`src/iosc_pkg.sv`:
```
// Package for the internal oscillator clock select block.
// Assumes a single 100 MHz system clock domain; no bus, plain ports.
package iosc_pkg;

  // ---------------------------------------------------------------
  // Field positions and widths
  // ---------------------------------------------------------------
  localparam int PSEL_MSB = 6;
  localparam int PSEL_LSB = 4;
  localparam int LOWSRC_BIT = 7;
  localparam int PLLON_BIT = 6;
  localparam int MIDSEL_BIT = 0;

  // ---------------------------------------------------------------
  // Postscaler codes and reset values
  // ---------------------------------------------------------------
  localparam logic [2:0] PSEL_16MHZ = 3'h7;
  localparam logic [2:0] PSEL_8MHZ = 3'h6;
  localparam logic [2:0] PSEL_RESET = 3'h6;
  localparam logic LOWSRC_RESET = 1'h0;
  localparam logic MIDSEL_RESET = 1'h0;
  localparam logic PLLON_RESET = 1'h0;

  // Full-rate high_freq_osc divide ratio index for code 111 (log2)
  localparam logic [2:0] SHIFT_16MHZ = 3'h0;
  localparam int PLL_FACTOR = 4;
  localparam int OUT_DIV = 4;

  // Clock source choice
  typedef enum logic [1:0] {
    IOSC_SRC_HF,
    IOSC_SRC_MF,
    IOSC_SRC_LF
  } iosc_src_t;

  // Pin arrangement from nonvolatile configuration
  typedef enum logic [1:0] {
    IOSC_INT_CLKOUT,
    IOSC_INT_PINS_IO,
    IOSC_PLL_CLKOUT,
    IOSC_PLL_PINS_IO
  } iosc_pinmode_t;

endpackage

```
`src/iosc_clock_select.sv`:
```
// Internal oscillator clock select: source, postscaler, 4x PLL, pin modes.
// Raw oscillators arrive as one-cycle ticks synchronous to sys_clk; the
// system clock leaves as a tick stream, the pins as value plus enable.
//
// Functional notes
// - High-freq postscaler spans 31 kHz to 16 MHz
// - Low range from high-freq osc: low=1, mid=0
// - Low=1, mid=1 selects mid-freq osc range
// - Low=0 selects low-freq RC, 31 kHz only
// - RC on when selected or timers need it
// - Reset restores 8 MHz selection
// - Select from postscaler, low and mid bits
// - Pin arrangement from nonvolatile config bits
// - Int clkout: out pin Fosc/4, in pin port bit7
// - Int pins io: both pins are port bits
// - PLL multiplies high-freq output by four
// - PLL enabled by software pll_on bit
// - PLL only with postscaler 111 or 110
// - PLL clkout: out pin Fosc/4, in pin bit7
// - PLL pins io: both pins are port bits
`timescale 1ns/1ns
module iosc_clock_select #(
  parameter int DIV_WIDTH = 9
) (
  input wire logic sys_clk,
  input wire logic reset_n,
  input wire logic hfOscTick,
  input wire logic hfPllTick,
  input wire logic mfOscTick,
  input wire logic lfRcTick,
  input wire logic [7:0] oscControlWr,
  input wire logic oscControlWe,
  input wire logic [7:0] oscTuningWr,
  input wire logic oscTuningWe,
  input wire logic [7:0] oscControl2Wr,
  input wire logic oscControl2We,
  input wire logic [1:0] oscConfigField,
  input wire logic powerUpTimerOn,
  input wire logic failSafeMonOn,
  input wire logic watchdogOn,
  input wire logic twoSpeedOn,
  input wire logic portA6Out,
  input wire logic portA6Oe,
  input wire logic portA7Out,
  input wire logic portA7Oe,
  input wire logic oscInPinIn,
  input wire logic oscOutPinIn,
  output logic sysClkTick,
  output logic [2:0] postscalerSelect,
  output logic lowSourceSelect,
  output logic midOscSelect,
  output logic pllOn,
  output logic pllActive,
  output logic lowFreqRcEnable,
  output logic [1:0] activeSource,
  output logic oscOutPinOut,
  output logic oscOutPinOe,
  output logic oscInPinOut,
  output logic oscInPinOe,
  output logic portA6In,
  output logic portA7In
);

  iosc_pkg::iosc_src_t nextSource;
  iosc_pkg::iosc_pinmode_t pinMode;
  logic [3:0] nextShift;
  logic nextPll;
  logic srcTick;
  logic divTick;
  logic [1:0] quarterCount;
  logic clkoutMode;

  // ---------------------------------------------------------------
  // Control bits
  // ---------------------------------------------------------------
  // Software writes; any reset returns to the 8 MHz selection
  // Unused write bits are dropped; there is no read-back path here
  always_ff @(posedge sys_clk or negedge reset_n) begin
    if (!reset_n) begin
      // Code 110 with the 4x off is the 8 MHz default
      postscalerSelect <= iosc_pkg::PSEL_RESET;
      lowSourceSelect <= iosc_pkg::LOWSRC_RESET;
      midOscSelect <= iosc_pkg::MIDSEL_RESET;
      pllOn <= iosc_pkg::PLLON_RESET;
    end else begin
      if (oscControlWe) begin
        postscalerSelect <=
          oscControlWr[iosc_pkg::PSEL_MSB:iosc_pkg::PSEL_LSB];
      end
      if (oscTuningWe) begin
        lowSourceSelect <= oscTuningWr[iosc_pkg::LOWSRC_BIT];
        pllOn <= oscTuningWr[iosc_pkg::PLLON_BIT];
      end
      if (oscControl2We) begin
        midOscSelect <= oscControl2Wr[iosc_pkg::MIDSEL_BIT];
      end
    end
  end

  // ---------------------------------------------------------------
  // Source and postscaler decode
  // ---------------------------------------------------------------
  // Code 111 is the full high_freq_osc rate (16 MHz), each lower code down to 001
  // halves it, so 110 is 8 MHz and 000 lands at the low range.
  // At codes 100 and below the source depends on the low and mid bits.
  // Codes 101 to 001 step the high-freq path from 4 MHz to 250 kHz.
  // A shift change mid-count only stretches or shortens one output period.
  always_comb begin
    nextShift = 4'(3'h7 - postscalerSelect);
    nextSource = iosc_pkg::IOSC_SRC_HF;
    if (postscalerSelect == 3'h0) begin
      if (!lowSourceSelect) begin
        nextSource = iosc_pkg::IOSC_SRC_LF;
        nextShift = 4'h0;
      end else if (midOscSelect) begin
        // Lowest mid-osc step, 500 kHz / 16, keeps the codes descending
        nextSource = iosc_pkg::IOSC_SRC_MF;
        nextShift = 4'h4;
      end else begin
        nextShift = 4'h9;
      end
    end else if (postscalerSelect <= 3'h4 && lowSourceSelect &&
                 midOscSelect) begin
      // Mid osc runs at 500 kHz; codes 1..4 map 500 kHz down to 62.5 kHz
      nextSource = iosc_pkg::IOSC_SRC_MF;
      nextShift = 4'(3'h4 - postscalerSelect);
    end
    // The 4x only engages on the two top codes
    nextPll = pllOn && (postscalerSelect == iosc_pkg::PSEL_16MHZ ||
                        postscalerSelect == iosc_pkg::PSEL_8MHZ);
  end

  // Pick the raw tick stream; pll tick is the 4x high_freq_osc
  always_comb begin
    srcTick = 1'b0; // Keeps the mux free of latches
    unique case (nextSource)
      iosc_pkg::IOSC_SRC_HF: srcTick = nextPll ? hfPllTick : hfOscTick;
      iosc_pkg::IOSC_SRC_MF: srcTick = mfOscTick;
      iosc_pkg::IOSC_SRC_LF: srcTick = lfRcTick;
    endcase
  end

  // Same divide applies after the PLL, giving 64 or 32 MHz
  // Nine counter bits suffice: the longest divide is 512
  iosc_div #(
    .WIDTH(DIV_WIDTH)
  ) postscaler (
    .sys_clk(sys_clk),
    .reset_n(reset_n),
    .inTick(srcTick),
    .shift(nextShift),
    .outTick(divTick)
  );

  // ---------------------------------------------------------------
  // Status and clock outputs
  // ---------------------------------------------------------------
  // Status lags the controls by one cycle, so every port is a flop
  always_ff @(posedge sys_clk or negedge reset_n) begin
    if (!reset_n) begin
      sysClkTick <= 1'b0;
      pllActive <= 1'b0;
      activeSource <= 2'h0;
      lowFreqRcEnable <= 1'b0;
    end else begin
      sysClkTick <= divTick;
      pllActive <= nextPll;
      activeSource <= nextSource;
      // RC also kept alive for timers and monitors
      lowFreqRcEnable <= nextSource == iosc_pkg::IOSC_SRC_LF ||
        powerUpTimerOn || failSafeMonOn || watchdogOn ||
        twoSpeedOn;
    end
  end

  // ---------------------------------------------------------------
  // Pin arrangement
  // ---------------------------------------------------------------
  // Nonvolatile bits only, never runtime registers
  // Mode is taken as static; a change is not glitch-filtered on the pin
  assign pinMode = iosc_pkg::iosc_pinmode_t'(oscConfigField);
  assign clkoutMode = pinMode == iosc_pkg::IOSC_INT_CLKOUT ||
    pinMode == iosc_pkg::IOSC_PLL_CLKOUT;

  // Fosc/4: toggle every second system tick for a quarter-rate square
  // Counts only system ticks, so the pin follows any rate change
  always_ff @(posedge sys_clk or negedge reset_n) begin
    if (!reset_n) begin
      quarterCount <= 2'h0;
    end else if (divTick) begin
      quarterCount <= quarterCount + 2'h1;
    end
  end

  // Pins registered so outputs come from flops; one cycle of latency
  always_ff @(posedge sys_clk or negedge reset_n) begin
    if (!reset_n) begin
      oscOutPinOut <= 1'b0;
      oscOutPinOe <= 1'b0;
      oscInPinOut <= 1'b0;
      oscInPinOe <= 1'b0;
      portA6In <= 1'b0;
      portA7In <= 1'b0;
    end else begin
      oscInPinOut <= portA7Out;
      oscInPinOe <= portA7Oe;
      portA7In <= oscInPinIn;
      if (clkoutMode) begin
        oscOutPinOut <= quarterCount[1];
        oscOutPinOe <= 1'b1;
        // Bit6 reads 0 while its pin carries the clock
        portA6In <= 1'b0;
      end else begin
        oscOutPinOut <= portA6Out;
        oscOutPinOe <= portA6Oe;
        portA6In <= oscOutPinIn;
      end
    end
  end

endmodule

```
`src/iosc_div.sv`:
```
// Power-of-two divider producing a one-cycle tick per output period.
// Assumes the input tick stream is synchronous to sys_clk.
`timescale 1ns/1ns
module iosc_div #(
  parameter int WIDTH = 9
) (
  input wire logic sys_clk,
  input wire logic reset_n,
  input wire logic inTick,
  input wire logic [3:0] shift,
  output logic outTick
);

  logic [WIDTH-1:0] count;
  logic [WIDTH-1:0] mask;

  // Terminal mask; a shift of zero passes every tick
  assign mask = WIDTH'((1 << shift) - 1);

  // ---------------------------------------------------------------
  // Counter
  // ---------------------------------------------------------------
  // Count input ticks, emit one at each wrap of the masked count
  always_ff @(posedge sys_clk or negedge reset_n) begin
    if (!reset_n) begin
      count <= '0;
      outTick <= 1'b0;
    end else begin
      outTick <= 1'b0;
      if (inTick) begin
        if ((count & mask) == mask) begin
          count <= '0;
          outTick <= 1'b1;
        end else begin
          count <= count + WIDTH'(1);
        end
      end
    end
  end

endmodule

```
`config.mk`:
```
export PLATFORM = sky130hd
export DESIGN_NAME = iosc_clock_select
export DESIGN_NICKNAME = d
export VERILOG_FILES = /design/src/iosc_pkg.sv /design/src/iosc_clock_select.sv /design/src/iosc_div.sv
export SDC_FILE = /design/constraint.sdc
export NUM_CORES = 1
export LEC_CHECK = 0
export BUFFER_PORTS_ARGS = -buffer_cell sky130_fd_sc_hd__clkbuf_2
export CAP_MARGIN = 0
export CORE_AREA = 3 3 64 66
export CTS_CLUSTER_SIZE = 28
export DETAILED_ROUTE_END_ITERATION = 12
export DIE_AREA = 0 0 67 69
export HOLD_SLACK_MARGIN = 0.02
export PLACE_DENSITY = 0.76
export RECOVER_POWER = 100
export SLEW_MARGIN = 5
export SYNTH_ARGS = -nofsm -noshare
export SYNTH_HDL_FRONTEND = slang
export SYNTH_SLANG_ARGS = --single-unit
```
`constraint.sdc`:
```
create_clock -name sys_clk -period 4.2 [get_ports sys_clk]
set_input_delay 0.84 -clock sys_clk [delete_from_list [all_inputs] [get_ports sys_clk]]
set_output_delay 0.84 -clock sys_clk [all_outputs]
set_load 0.03 [all_outputs]
```
## Word-level counts from Yosys, hierarchy flattened

Cells that the tools add are included.

| word-level totals | value |
|---|---|
| register bits after elaboration | 29 |
| word-level logic and storage cells | 59 |

| cells by class | value |
|---|---|
| add/subtract/negate cells | 5 |
| magnitude comparators | 1 |
| eq/ne operators | 6 |
| shift operators | 1 |
| multiplexer cells | 16 |
| bitwise operators | 1 |
| reduce and logical (&&, ||, !) cells | 12 |

Operators with widths:

| operator | number |
|---|---|
| $mux W4 | 4 |
| $add A9 B1 Y9 const B | 1 |
| $and A9 B9 Y9 | 1 |
| $eq A9 B9 Y1 | 1 |
| $mux W9 | 1 |
| $shl A1 B4 Y9 const A | 1 |
| $sub A9 B2 Y9 const B | 1 |
| $mux W1 | 8 |
| $sub A3 B3 Y4 const A | 2 |
| $eq A3 B3 Y1 const B | 2 |
| $logic_or A1 B1 Y1 | 6 |
| $eq A2 B2 Y1 const B | 2 |
| $logic_not A2 Y1 | 2 |
| $mux W2 | 2 |
| $le A3 B3 Y1 const B | 1 |
| $logic_and A1 B1 Y1 | 3 |
| $logic_not A3 Y1 | 1 |
| $pmux W1 S3 | 1 |
| $add A2 B1 Y2 const B | 1 |
| $eq A2 B1 Y1 const B | 1 |

## Logic depth before layout (Yosys ltp)

Gate-level depths: netlist of the first run.

| depth | value |
|---|---|
| word-level depth | 11 |
| mapped depth | 19 |

## Cells and area by module

Synthesis of the first run repeated with hierarchy kept, for this count alone.

| second synthesis, totals | value |
|---|---|
| cells, all modules | 157 |
| area total of the unflattened synthesis | 1595.3 sq um |

By module, submodules not included:

| module | times used | cells each | area each (sq um) | sequential area each (sq um) |
|---|---|---|---|---|
| iosc_clock_select | 1 | 72 | 854.6 | 478.0 |
| iosc_div | 1 | 85 | 740.7 | 250.2 |

## Least setup slack after synthesis of the first run

No wires, ideal clock.

| timing path | value |
|---|---|
| kind | reg2reg |
| start | register postscalerSelect[0] |
| end | register postscaler.count[8] |
| library setup time | 0.151 ns |
| arrival | 3.914 ns |
| data required time | 4.049 ns |
| setup slack | 0.135 ns |
| stages on the path, launching flop included | 20 |
| buffers on the path | 3 |
| cell sequence | dfrtp_1 buf_6 inv_1 ha_1 inv_1 ha_1 buf_2 nand4b_1 o211ai_4 and2_4 nand3_1 ha_1 clkbuf_1 or3b_2 o22ai_1 a221oi_1 a2111oi_0 a211o_1 a2111oi_4 o22ai_1 |

| on the way | value |
|---|---|
| word-level cells in the longest chain between the ends | 10 |
| elaborated cells between the ends (all ways) | 24 |

Ends and longest elaborated chain:

| item | RTL line | RTL |
|---|---|---|
| start: declaration | iosc_clock_select.sv:49 | `output logic [2:0] postscalerSelect,` |
| start signal: assignment | iosc_clock_select.sv:81 | `postscalerSelect <= iosc_pkg::PSEL_RESET;` |
| start signal: assignment | iosc_clock_select.sv:87 | `postscalerSelect <=` |
| $le A3 B3 Y1 | iosc_clock_select.sv:122 | `end else if (postscalerSelect <= 3'h4 && lowSourceSelect &&` |
| $logic_and A1 B1 Y1 (2 in series) | iosc_clock_select.sv:122 |  |
| $mux W4 | iosc_clock_select.sv:122 |  |
| $mux W4 | iosc_clock_select.sv:111 | `if (postscalerSelect == 3'h0) begin` |
| $shl A1 B4 Y9 | iosc_div.sv:18 | `assign mask = WIDTH'((1 << shift) - 1);` |
| $sub A9 B2 Y9 | iosc_div.sv:18 |  |
| $and A9 B9 Y9 | iosc_div.sv:31 | `if ((count & mask) == mask) begin` |
| $eq A9 B9 Y1 | iosc_div.sv:31 |  |
| $mux W9 | iosc_div.sv:31 |  |
| end signal: assignment | iosc_div.sv:35 | `count <= count + WIDTH'(1);` |
| end: declaration | iosc_div.sv:14 | `logic [WIDTH-1:0] count;` |

Parallel ways exist; a longest one is shown, timed or not.
A chain may end at the register's enable or synchronous reset.

## Worst setup path after layout of the first run

| timing path | value |
|---|---|
| start | register postscalerSelect[1] |
| end | register postscaler.outTick |

| on the way | value |
|---|---|
| word-level cells in the longest chain between the ends | 11 |
| elaborated cells between the ends (all ways) | 25 |

Ends and longest elaborated chain:

| item | RTL line | RTL |
|---|---|---|
| $le A3 B3 Y1 | iosc_clock_select.sv:122 |  |
| $logic_and A1 B1 Y1 (2 in series) | iosc_clock_select.sv:122 |  |
| $mux W4 | iosc_clock_select.sv:122 |  |
| $mux W4 | iosc_clock_select.sv:111 |  |
| $shl A1 B4 Y9 | iosc_div.sv:18 |  |
| $sub A9 B2 Y9 | iosc_div.sv:18 |  |
| $and A9 B9 Y9 | iosc_div.sv:31 |  |
| $eq A9 B9 Y1 | iosc_div.sv:31 |  |
| $mux W1 | iosc_div.sv:31 |  |
| $mux W1 * | iosc_div.sv:30 | `if (inTick) begin` |
| end signal: assignment | iosc_div.sv:27 | `outTick <= 1'b0;` |
| end signal: assignment | iosc_div.sv:29 | `outTick <= 1'b0;` |
| end signal: assignment | iosc_div.sv:33 | `outTick <= 1'b1;` |
| end: declaration | iosc_div.sv:11 | `output logic outTick` |

Mark *: on every way between the ends. The rest lies on a longest branch, timed or not.

==> reports/qor_table.md, run 1 <==
| Parameter | This run | Unit |
|:---|:---|:---|
| RSZ-0062 raised after global routing | false | - |
| Depth of the worst hold-timing path | 0 | - |
| Floorplan die width | 67 | um |
| Most used DFF post-synth | sky130_fd_sc_hd__dfrtp_1 | - |
| Post-synthesis sequential element count | 29 | - |
| Endpoints failing setup | 0 | - |
| Final-report max-slew violation count | 0 | - |
| Total power after layout | 970 | uW |
| Proportion of layout cells with a drive suffix above 1 | 0.269 | - |
| Most Frequent Cell on Critical Path | sky130_fd_sc_hd__ha_1 | - |
| Starting density of the core | 0.472 | - |
| Synth Cell Area | 1720 | um^2 |
| P_leak | 0.961 | nW |
| Slack of the worst reg-to-reg path | 320 | ps |
| Number of top-level pins | 62 | - |
| Startpoint of the worst register-to-register path | postscalerSelect[1] | - |
| CTS H-Tree Depth | 2 | - |
| Highest clock frequency the design can meet | 258 | MHz |
| Layout-stage area growth over the synthesis result | 22.5 | % |
| Worst Hold End | sysClkTick | - |
| Worst min path class | register to register | - |
| Row cnt | 22 | - |
| Type of origin of the critical path | register | - |
| Total gr overflow | 0 | - |
| Setup Buffers After CTS | 0 | - |
| Clock Root Buffer | sky130_fd_sc_hd__clkbuf_8 | - |
| Number of filler instances in the final layout | 340 | - |
| Worst reg2reg endpoint | postscaler.outTick | - |
| DRC marker count from the first detailed-route iteration | 36 | - |
| Number of port buffers | 42 | - |
| Hold buffer count at cts | 0 | - |
| Ordered list of cells on the worst path | inv_1, ha_1, ha_1, or2b_1, a22o_1, a31o_2, nand3_1, ha_1, or3b_2, o22ai_1, a221oi_1, a2111oi_1, a211o_1, a2111oi_4, buf_4, and2_1 | - |
| Total CTS buffers | 5 | - |
| Maximum number of pins on one net before global-route repair | 30 | - |
| Reg2reg path depth | 16 | - |
| DRC | 0 | - |
| Delay-heaviest family, CP | compound AO/OA/AOI/OAI gates | - |
| Result of the run | finished with violations | - |
| WL/cell | 12.9 | um |
| Vias per Instance | 5.25 | - |
| Clock tree from TritonCTS | yes | - |
| Number of flops mapped to enable cells by yosys | 0 | - |
| Number of nets with antenna violations after routing | 0 | - |
| Number of nets in the final layout | 276 | - |
| Setup total negative slack | 0 | ps |
| Syn_nets | 221 | - |
| Worst voltage drop across the vdd grid | 211 | uV |
| Clock skew | 6.62 | ps |
| Wire length of the first global-routing pass | 5.75 | mm |
| Vias in the first global route | 1312 | - |
| Final period utilization | 0.924 | - |
| Core region area | 3630 | um^2 |
| Fraction of synthesis flops using an asynchronous set or reset pin | 1.00 | - |
| Tot GR Track Use | 0.156 | - |
| Placer Congestion | 0.814 | - |
| Max transition margin | 0.00392 | - |
| Syn Inst Count | 167 | - |
| Tightest hold margin | 416 | ps |
| Number of distinct library cells after synthesis | 52 | - |
| Slew @ Worst Pin | 1490 | ps |
| Clock-pin slew on the worst setup and hold paths | 60 | ps |
| Count of yosys warnings during synthesis | 0 | - |
| Pre-Repair DR Iteration Count | 4 | - |
| Max clock buf depth | 2 | - |
| Crit path largest cell delay | 530 | ps |
| Failing checks | max-capacitance violations | - |
| Hold Startpoint | postscaler.outTick | - |
| Time the final worst path needs with I/O delays and setup | 3880 | ps |
| Buffers & Inverters on Critical Path | 2 | - |
| Number of sinks driven by the clock tree | 29 | - |
| Via count | 1424 | - |
| Max Fanout on Critical Path | 9 | - |
| Per-instance average area after synthesis | 10.3 | um^2 |
| Antenna violations before repair | 0 | - |
| DIE HEIGHT | 69 | um |
| Sequential cell area | 728 | um^2 |
| Data required time at the worst endpoint | 4370 | ps |
| Area of the multi-input gates | 903 | um^2 |
| Crit Path Class | register to register | - |
| Power density over cell area | 462 | nW/um^2 |
| Utilization after layout | 0.578 | - |
| Worst Path Arrival | 4050 | ps |
| HPWL reported at the end of detailed placement | 2.66 | mm |
| Standard cell with the maximum stage delay on the critical path | sky130_fd_sc_hd__dfstp_2 | - |
| Crit end category | register | - |
| DRT Wirelength | 3.49 | mm |
| Source-to-sink clock delay at the later pin of the worst-skew pair | 280 | ps |
| Share of the yosys chip area belonging to registers | 0.425 | - |
| Inserted Diodes | 0 | - |
| Number of max-cap violations | 1 | - |
| Die outline area | 4620 | um^2 |
| Final hold viol count | 0 | - |
-- per-stage QoR --
stage                     instances  worst slack [ps]  cell area, um^2
final                           271               320             2100
after global routing            271              60.4             2100
after CTS                       271               239             2130
after detailed placement        263               256             2040
after global placement          263               290             2040
after floorplan                 167               135             1720
-- area by class of cell --
cell class / count / area share
Sequential cell: 29 / 0.347
Clock buffer: 5 / 0.0328
Timing Repair Buffer: 55 / 0.134
Multi-Input combinational cell: 120 / 0.430
Clock inverter: 3 / 0.00834
Tap cell: 48 / 0.0286
Inverter: 11 / 0.0197
-- cells in the mapped netlist, types with 4 or more instances --
library cell / number / area (um^2)
sky130_fd_sc_hd__xor2_1: 6 / 52.6
sky130_fd_sc_hd__nand2_1: 16 / 60.1
sky130_fd_sc_hd__nor2_1: 6 / 22.5
sky130_fd_sc_hd__nand3_1: 5 / 25.0
sky130_fd_sc_hd__a21oi_1: 12 / 60.1
sky130_fd_sc_hd__inv_1: 11 / 41.3
sky130_fd_sc_hd__mux2_2: 4 / 45.0
sky130_fd_sc_hd__nand2b_1: 5 / 31.3
sky130_fd_sc_hd__ha_1: 9 / 113
sky130_fd_sc_hd__dfrtp_1: 27 / 676
sky130_fd_sc_hd__o21ai_0: 7 / 35.0
-- sequential cells by signal, indices dropped and copies added (netlist names) --
name / cells
portA6In: 1
oscOutPinOut: 1
postscaler.count: 9
oscInPinOe: 1
oscOutPinOe: 1
oscInPinOut: 1
pllOn: 1
lowFreqRcEnable: 1
postscaler.outTick: 1
lowSourceSelect: 1
quarterCount: 2
midOscSelect: 1
sysClkTick: 1
postscalerSelect: 3
activeSource: 2
pllActive: 1
portA7In: 1
-- routing by layer --
layer | share of wire | wire length [um] | track usage | vias up
met4 | 0.0074 | 26 | 0.0473 | 0
li1 | - | - | - | 705
met5 | 0 | 0 | 0 | -
met2 | 0.48 | 1680 | 0.258 | 41
met1 | 0.45 | 1560 | 0.200 | 674
met3 | 0.064 | 225 | 0.0358 | 4
-- cells by family after synthesis --
family / after synthesis / share of synthesized area
simple gates: 52 / 0.166
compound gates: 44 / 0.212
flops: 29 / 0.425
buf+inv: 18 / 0.0481
xor+xnor: 9 / 0.0460
fa+ha+maj: 9 / 0.0656
mux: 6 / 0.0379
-- cell usage in the layout (no fill, tap or decap), types with 2 or more instances in the layout --
master / netlist / routed
sky130_fd_sc_hd__a221oi_1: 2 / 2
sky130_fd_sc_hd__inv_1: 11 / 11
sky130_fd_sc_hd__o21ai_0: 7 / 7
sky130_fd_sc_hd__clkbuf_1: 2 / 21
sky130_fd_sc_hd__clkinv_2: 0 / 2
sky130_fd_sc_hd__nand2_1: 16 / 16
sky130_fd_sc_hd__nand2b_1: 5 / 5
sky130_fd_sc_hd__ha_1: 9 / 9
sky130_fd_sc_hd__nand4_1: 2 / 2
sky130_fd_sc_hd__and3_1: 2 / 2
sky130_fd_sc_hd__clkbuf_2: 0 / 21
sky130_fd_sc_hd__a21oi_1: 12 / 12
sky130_fd_sc_hd__a22o_1: 2 / 2
sky130_fd_sc_hd__mux2i_1: 2 / 2
sky130_fd_sc_hd__mux2_2: 4 / 4
sky130_fd_sc_hd__xnor2_1: 3 / 3
sky130_fd_sc_hd__nor3_1: 2 / 2
sky130_fd_sc_hd__buf_4: 0 / 13
sky130_fd_sc_hd__clkbuf_8: 0 / 5
sky130_fd_sc_hd__and2_1: 2 / 2
sky130_fd_sc_hd__xor2_1: 6 / 6
sky130_fd_sc_hd__dfstp_2: 2 / 2
sky130_fd_sc_hd__o22ai_1: 3 / 3
sky130_fd_sc_hd__nor3b_1: 3 / 3
sky130_fd_sc_hd__nand3_1: 5 / 5
sky130_fd_sc_hd__nor2_1: 6 / 6
sky130_fd_sc_hd__dfrtp_1: 27 / 27
-- how the worst max path moves through the flow --
stage / startpoint / end / depth (start not counted)
after floorplan: postscalerSelect[0] / postscaler.count[8] / 19
after global placement: postscalerSelect[1] / postscaler.outTick / 16
after detailed placement: postscalerSelect[1] / postscaler.count[6] / 16
after CTS: postscalerSelect[1] / postscaler.outTick / 16
after global routing: postscalerSelect[0] / postscaler.count[5] / 17
final: postscalerSelect[1] / postscaler.outTick / 16
-- power by group --
group          internal, mW  switching (mW)
registers             0.335          0.0541
logic                 0.161           0.203
clock network         0.114           0.104
-- repair_timing --
| action | 4_1_cts | 5_1_grt |
|---|---|---|
| endpoints found under the setup margin | 0 | 9 |
| resized for setup | 0 | 2 |
| endpoints found under the hold margin | 0 | 0 |
Power figures use the tool's default switching activity.
==> run 2, diff against run 1 <==
- CORE_AREA: 3 3 64 66 -> 3 3 80 82
- DIE_AREA: 0 0 67 69 -> 0 0 83 85
- PLACE_DENSITY: 0.76 -> unset
==> reports/qor_table.md, run 2 (synthesis results as in run 1) <==
| Parameter | This run | Unit | vs previous |
|:---|:---|:---|:---|
| Setup total negative slack | 0 | ps | unchanged |
| Top flop regs | postscaler.count (9), postscalerSelect (3) | - |  |
| Hold buffer count at cts | 0 | - | unchanged |
| Max Fanout on Critical Path | 7 | - | -2 |
| DRT Wirelength | 3.61 | mm | +3.3% |
| Antenna violations before repair | 0 | - | unchanged |
| Power density over cell area | 465 | nW/um^2 | +0.60% |
| Tot GR Track Use | 0.110 | - | -0.0467 |
| Total CTS buffers | 5 | - | unchanged |
| CTS H-Tree Depth | 2 | - | unchanged |
| Startpoint of the worst register-to-register path | postscalerSelect[1] | - |  |
| Crit Path Class | register to register | - |  |
| Largest register FFs | 9 | - | unchanged |
| Type of origin of the critical path | register | - |  |
| Die outline area | 7060 | um^2 | +53% |
| Standard cell with the maximum stage delay on the critical path | sky130_fd_sc_hd__dfstp_2 | - |  |
| Time the final worst path needs with I/O delays and setup | 3920 | ps | +36.6 ps |
| CP Launch Point | postscalerSelect[1] | - |  |
| Crit path largest cell delay | 580 | ps | +50 ps |
| DRC marker count from the first detailed-route iteration | 37 | - | +2.8% |
| RSZ-0062 raised after global routing | false | - |  |
| Delay-heaviest family, CP | compound AO/OA/AOI/OAI gates | - |  |
| Area of the multi-input gates | 916 | um^2 | +1.4% |
| DRC | 0 | - | unchanged |
| Core region area | 5820 | um^2 | +60% |
| Failing checks | max-capacitance violations | - |  |
| Highest clock frequency the design can meet | 255 | MHz | -0.93% |
| Data required time at the worst endpoint | 4400 | ps | +30 ps |
| Clock tree from TritonCTS | yes | - |  |
| Pre-Repair DR Iteration Count | 4 | - | unchanged |
| Via count | 1399 | - | -1.8% |
| Clock-pin slew on the worst setup and hold paths | 60 | ps | about the same |
| Number of nets with antenna violations after routing | 0 | - | unchanged |
| Vias in the first global route | 1404 | - | +7.0% |
| Floorplan die width | 83 | um | +24% |
| Clock skew | 2.84 | ps | -3.78 ps |
| Final-report max-slew violation count | 0 | - | unchanged |
| Worst min path class | register to register | - |  |
| Inserted Diodes | 0 | - | unchanged |
| Most common library cell in the layout ignoring fill and taps | sky130_fd_sc_hd__dfrtp_1 | - |  |
| Maximum number of pins on one net before global-route repair | 30 | - | unchanged |
| Most flops, register | postscaler.count | - |  |
| Slew @ Worst Pin | 1490 | ps | -1.44 ps |
| Commonest non-fill, non-tap cells in the layout | 27 x sky130_fd_sc_hd__dfrtp_1, 22 x sky130_fd_sc_hd__clkbuf_2, 22 x sky130_fd_sc_hd__clkbuf_1 | - |  |
| Layout-stage area growth over the synthesis result | 25.2 | % |  |
| Number of top-level pins | 62 | - | unchanged |
| Max clock buf depth | 2 | - | unchanged |
| Vias per Instance | 4.71 | - | -10% |
| Starting density of the core | 0.295 | - | -0.177 |
| Result of the run | finished with violations | - |  |
| Final hold viol count | 0 | - | unchanged |
| Hold Startpoint | postscaler.outTick | - |  |
| WL/cell | 12.2 | um | -5.7% |
| Number of port buffers | 42 | - | unchanged |
| Max transition margin | 0.00488 | - | +0.000959 |
| Ordered list of cells on the worst path | inv_1, ha_1, ha_2, nand4b_1, o211ai_4, and2_4, nand3_1, ha_1, or3b_2, o22ai_1, a221oi_1, a2111oi_0, a211o_1, a2111oi_4, buf_4, and2_0 | - |  |
| Number of nets in the final layout | 275 | - | -0.36% |
| Proportion of layout cells with a drive suffix above 1 | 0.266 | - | -0.00329 |
| Sequential cell area | 728 | um^2 | unchanged |
| Number of sinks driven by the clock tree | 29 | - | unchanged |
| Wire length of the first global-routing pass | 6.36 | mm | +11% |
| Number of max-cap violations | 1 | - | unchanged |
| Final period utilization | 0.932 | - | +0.00871 |
| HPWL reported at the end of detailed placement | 2.78 | mm | +4.5% |
| Crit end category | register | - |  |
| Placer Congestion | 0.803 | - | -1.3% |
| Total gr overflow | 0 | - | unchanged |
| P_leak | 0.959 | nW | -0.22% |
| Number of filler instances in the final layout | 612 | - | +80% |
| Clock Root Buffer | sky130_fd_sc_hd__clkbuf_8 | - |  |
| Endpoints failing setup | 0 | - | unchanged |
| Worst voltage drop across the vdd grid | 190 | uV | -10% |
| Utilization after layout | 0.369 | - | -0.209 |
| Buffers & Inverters on Critical Path | 2 | - | unchanged |
| DIE HEIGHT | 85 | um | +23% |
| Source-to-sink clock delay at the later pin of the worst-skew pair | 280 | ps | about the same |
| Worst Path Arrival | 4120 | ps | +70 ps |
| Row cnt | 28 | - | +27% |
| Most Frequent Cell on Critical Path | sky130_fd_sc_hd__ha_1 | - |  |
==> run 2: where the power goes <==
part | internal (mW) | leakage (nW) | total (mW) | switching [mW]
registers | 0.335 | 0.353 | 0.387 | 0.0518
logic | 0.160 | 0.552 | 0.363 | 0.203
clock network | 0.148 | 0.0542 | 0.248 | 0.101
total | 0.643 | 0.959 | 0.998 | 0.355
==> run 2: routing by layer <==
layer	GRT usage	share of wire
met5	0	0
met4	0.0446	0.013
met3	0.0311	0.047
met2	0.181	0.47
met1	0.135	0.46
==> run 2: layout make-up <==
| type | instances | area share |
|---|---|---|
| well taps | 75 | 0.0437 |
| repair buffers | 54 | 0.125 |
| flip-flops and latches | 29 | 0.339 |
| multi-input cells | 120 | 0.426 |
| clock inverters | 1 | 0.00233 |
| clock buffers | 7 | 0.0448 |
| inverters | 11 | 0.0192 |
==> run 2: timing repair <==
item	CTS	global route
gates resized for setup	0	3
buffers inserted	0	0
endpoints found under the setup margin	0	2
==> run 2: final timing paths <==
check / to / slack [ps] / cells past startpoint
min reg2reg: sysClkTick / 430 / 0
min in group asynchronous: midOscSelect / 910 / 1
max in group asynchronous: postscaler.count[0] / 2410 / 1
min: sysClkTick / 430 / 0
max: postscaler.outTick / 280 / 16
max reg2reg: postscaler.outTick / 280 / 16
==> run 2: stage by stage <==
step / total power [mW] / setup WS, ps / hold slack, ps / instances / instance area [um^2]
5_1_grt: 1.08 / 23.3 / 442 / 297 / 2150
3_3_place_gp: 0.751 / 273 / 414 / 289 / 2070
2_1_floorplan: 0.651 / 135 / 392 / 167 / 1720
3_5_place_dp: 0.759 / 258 / 418 / 289 / 2070
4_1_cts: 1.02 / 244 / 437 / 297 / 2170
6_report: 0.998 / 284 / 425 / 297 / 2150
==> run 3, diff against run 2 <==
- BUFFER_PORTS_ARGS: -buffer_cell sky130_fd_sc_hd__clkbuf_2 -> unset
- CORE_AREA: 3 3 80 82 -> 2 2 79 81
- DIE_AREA: 0 0 83 85 -> 0 0 81 83
- DONT_BUFFER_PORTS: unset -> 1
- SKIP_CTS_REPAIR_TIMING: unset -> 1
==> reports/qor_table.md, run 3 (synthesis results as in run 1) <==
| Parameter | This run | Unit | vs previous |
|:---|:---|:---|:---|
| Commonest non-fill, non-tap cells in the layout | 27 x sky130_fd_sc_hd__dfrtp_1, 16 x sky130_fd_sc_hd__nand2_1, 12 x sky130_fd_sc_hd__a21oi_1 | - |  |
| Die outline area | 6720 | um^2 | -4.7% |
| Tot GR Track Use | 0.114 | - | +0.00457 |
| Setup total negative slack | 0 | ps | unchanged |
| Buffers & Inverters on Critical Path | 2 | - | unchanged |
| Reg2reg path depth | 16 | - | unchanged |
| Ordered list of cells on the worst path | inv_1, ha_1, ha_1, or2b_1, a22o_1, a31oi_1, nand3_1, ha_1, or3b_2, o22ai_1, a221oi_1, a2111oi_0, a211o_1, a2111oi_2, buf_4, o22ai_1 | - |  |
| Placer Congestion | 0.827 | - | +2.9% |
| Inserted Diodes | 0 | - | unchanged |
| DRT Wirelength | 3.49 | mm | -3.3% |
| Portion of total power attributed to sequential cells | 0.439 | - | +0.052 |
| Slack of the worst reg-to-reg path | 330 | ps | +50 ps |
| Summed area of non-filler cells in the final layout | 1920 | um^2 | -11% |
| Max Fanout on Critical Path | 8 | - | +1 |
| Most common library cell in the layout ignoring fill and taps | sky130_fd_sc_hd__dfrtp_1 | - |  |
| Row cnt | 28 | - | unchanged |
| Clock Root Buffer | sky130_fd_sc_hd__clkbuf_8 | - |  |
| Delay-heaviest family, CP | compound AO/OA/AOI/OAI gates | - |  |
| P_leak | 0.838 | nW | -13% |
| RSZ-0062 raised after global routing | false | - |  |
| Total gr overflow | 0 | - | unchanged |
| Core region area | 5820 | um^2 | unchanged |
| Layout-stage area growth over the synthesis result | 12.0 | % |  |
| Time the final worst path needs with I/O delays and setup | 3870 | ps | -48.1 ps |
| Number of port buffers | 0 | - | -100% |
| Endpoints failing setup | 0 | - | unchanged |
| Clock skew | 6.93 | ps | +4.09 ps |
| Highest clock frequency the design can meet | 259 | MHz | +1.2% |
| Number of max-cap violations | 0 | - | -1 |
| Dpl cell area | 1860 | um^2 | -10% |
| Largest register FFs | 9 | - | unchanged |
| Instance count on the critical path | 16 | - | unchanged |
| Final period utilization | 0.921 | - | -0.0115 |
| HPWL reported at the end of detailed placement | 2.59 | mm | -6.6% |
| Standard cell with the maximum stage delay on the critical path | sky130_fd_sc_hd__dfstp_2 | - |  |
| Maximum number of pins on one net before global-route repair | 30 | - | unchanged |
| Wire length of the first global-routing pass | 6.09 | mm | -4.2% |
| Worst min path class | input pin to asynchronous set/reset pin | - |  |
| Vias per Instance | 5.04 | - | +6.9% |
| WL/cell | 13.7 | um | +13% |
| DRC marker count from the first detailed-route iteration | 91 | - | +150% |
| Result of the run | finished clean | - |  |
| Crit path largest cell delay | 530 | ps | -50 ps |
| Vias in the first global route | 1368 | - | -2.6% |
| Switching power | 341 | uW | -3.9% |
| Proportion of layout cells with a drive suffix above 1 | 0.189 | - | -0.0769 |
| Final-report max-slew violation count | 0 | - | unchanged |
| Clock share of power | 0.238 | - | -0.011 |
| Sequential cell area | 728 | um^2 | unchanged |
| Via count | 1284 | - | -8.2% |
| Crit Path Class | register to register | - |  |
| Type of origin of the critical path | register | - |  |
| Most Frequent Cell on Critical Path | sky130_fd_sc_hd__ha_1 | - |  |
| Internal power contribution | 590 | uW | -8.2% |
| Data required time at the worst endpoint | 4370 | ps | -30 ps |
| Number of nets in the final layout | 233 | - | -15% |
| Combinational share of power | 0.323 | - | -0.041 |
| Number of sinks driven by the clock tree | 29 | - | unchanged |
| Final hold viol count | 0 | - | unchanged |
| Top flop regs | postscaler.count (9), postscalerSelect (3) | - |  |
| Pre-Repair DR Iteration Count | 4 | - | unchanged |
| Clock tree from TritonCTS | yes | - |  |
| DIE HEIGHT | 83 | um | -2.4% |
| Most flops, register | postscaler.count | - |  |
| Antenna violations before repair | 0 | - | unchanged |
| Number of nets with antenna violations after routing | 0 | - | unchanged |
| CTS H-Tree Depth | 2 | - | unchanged |
| Worst Path Arrival | 4030 | ps | -90 ps |
| Number of top-level pins | 62 | - | unchanged |
| Net switching fraction of the power | 0.366 | - | +0.0106 |
| DRC | 0 | - | unchanged |
| Crit end category | register | - |  |
| Area of the multi-input gates | 892 | um^2 | -2.6% |
| Max clock buf depth | 2 | - | unchanged |
| Clock-pin slew on the worst setup and hold paths | 70 | ps | about the same |
| Source-to-sink clock delay at the later pin of the worst-skew pair | 280 | ps | about the same |
| Slew @ Worst Pin | 538 | ps | -955 ps |
| Floorplan die width | 81 | um | -2.4% |
| Worst voltage drop across the vdd grid | 153 | uV | -19% |
| Number of filler instances in the final layout | 604 | - | -1.3% |
| Max transition margin | 0.642 | - | +0.637 |
| Starting density of the core | 0.295 | - | unchanged |
| Total CTS buffers | 5 | - | unchanged |
| Power density over cell area | 485 | nW/um^2 | +4.4% |
[run 3: cell count changes in the layout (fill, tap and decap cells not counted), sizes merged]
cell	before	now
clkbuf	51	8
clkinv	1	2
[run 3: power by group through the flow]
stage / Clock, mW / Sequential (mW) / Combinational, mW
2_1_floorplan: 0 / 0.407 / 0.244
3_3_place_gp: 0 / 0.413 / 0.307
5_1_grt: 0.246 / 0.420 / 0.345
4_1_cts: 0.231 / 0.409 / 0.315
3_5_place_dp: 0 / 0.414 / 0.312
6_report: 0.222 / 0.409 / 0.301
[run 3: metal layers]
| metal | vias up | part of all wire | track usage |
|---|---|---|---|
| li1 | 622 | - | - |
| met5 | - | 0 | 0 |
| met3 | 11 | 0.060 | 0.0370 |
| met2 | 35 | 0.47 | 0.189 |
| met1 | 616 | 0.44 | 0.134 |
| met4 | 0 | 0.024 | 0.0462 |
[run 3: final timing paths]
kind	start	endpoint
min reg2reg	postscaler.outTick	sysClkTick
max in group asynchronous	reset_n	postscalerSelect[2]
max reg2reg	postscalerSelect[1]	postscaler.count[8]
max	postscalerSelect[1]	postscaler.count[8]
min	reset_n	postscaler.count[5]
min in group sys_clk	postscaler.outTick	sysClkTick
[run 3: stage by stage]
step                      hold slack, ps  setup WS (ps)  utilization  power (mW)  std cells
after floorplan                      392            135            -       0.651        167
after global placement               403            367        0.319       0.720        247
after detailed placement             413            296        0.319       0.725        247
after CTS                            241            263        0.334       0.955        255
after global routing                 229           22.2        0.330        1.01        255
final                                247            332        0.330       0.932        255
[run 3: final cells by class]
cell class,count,area share
inverters,11,0.0215
clock buffers,6,0.0378
clock inverters,2,0.00521
flip-flops and latches,29,0.379
multi-input cells,120,0.464
well taps,75,0.0489
repair buffers,12,0.0430
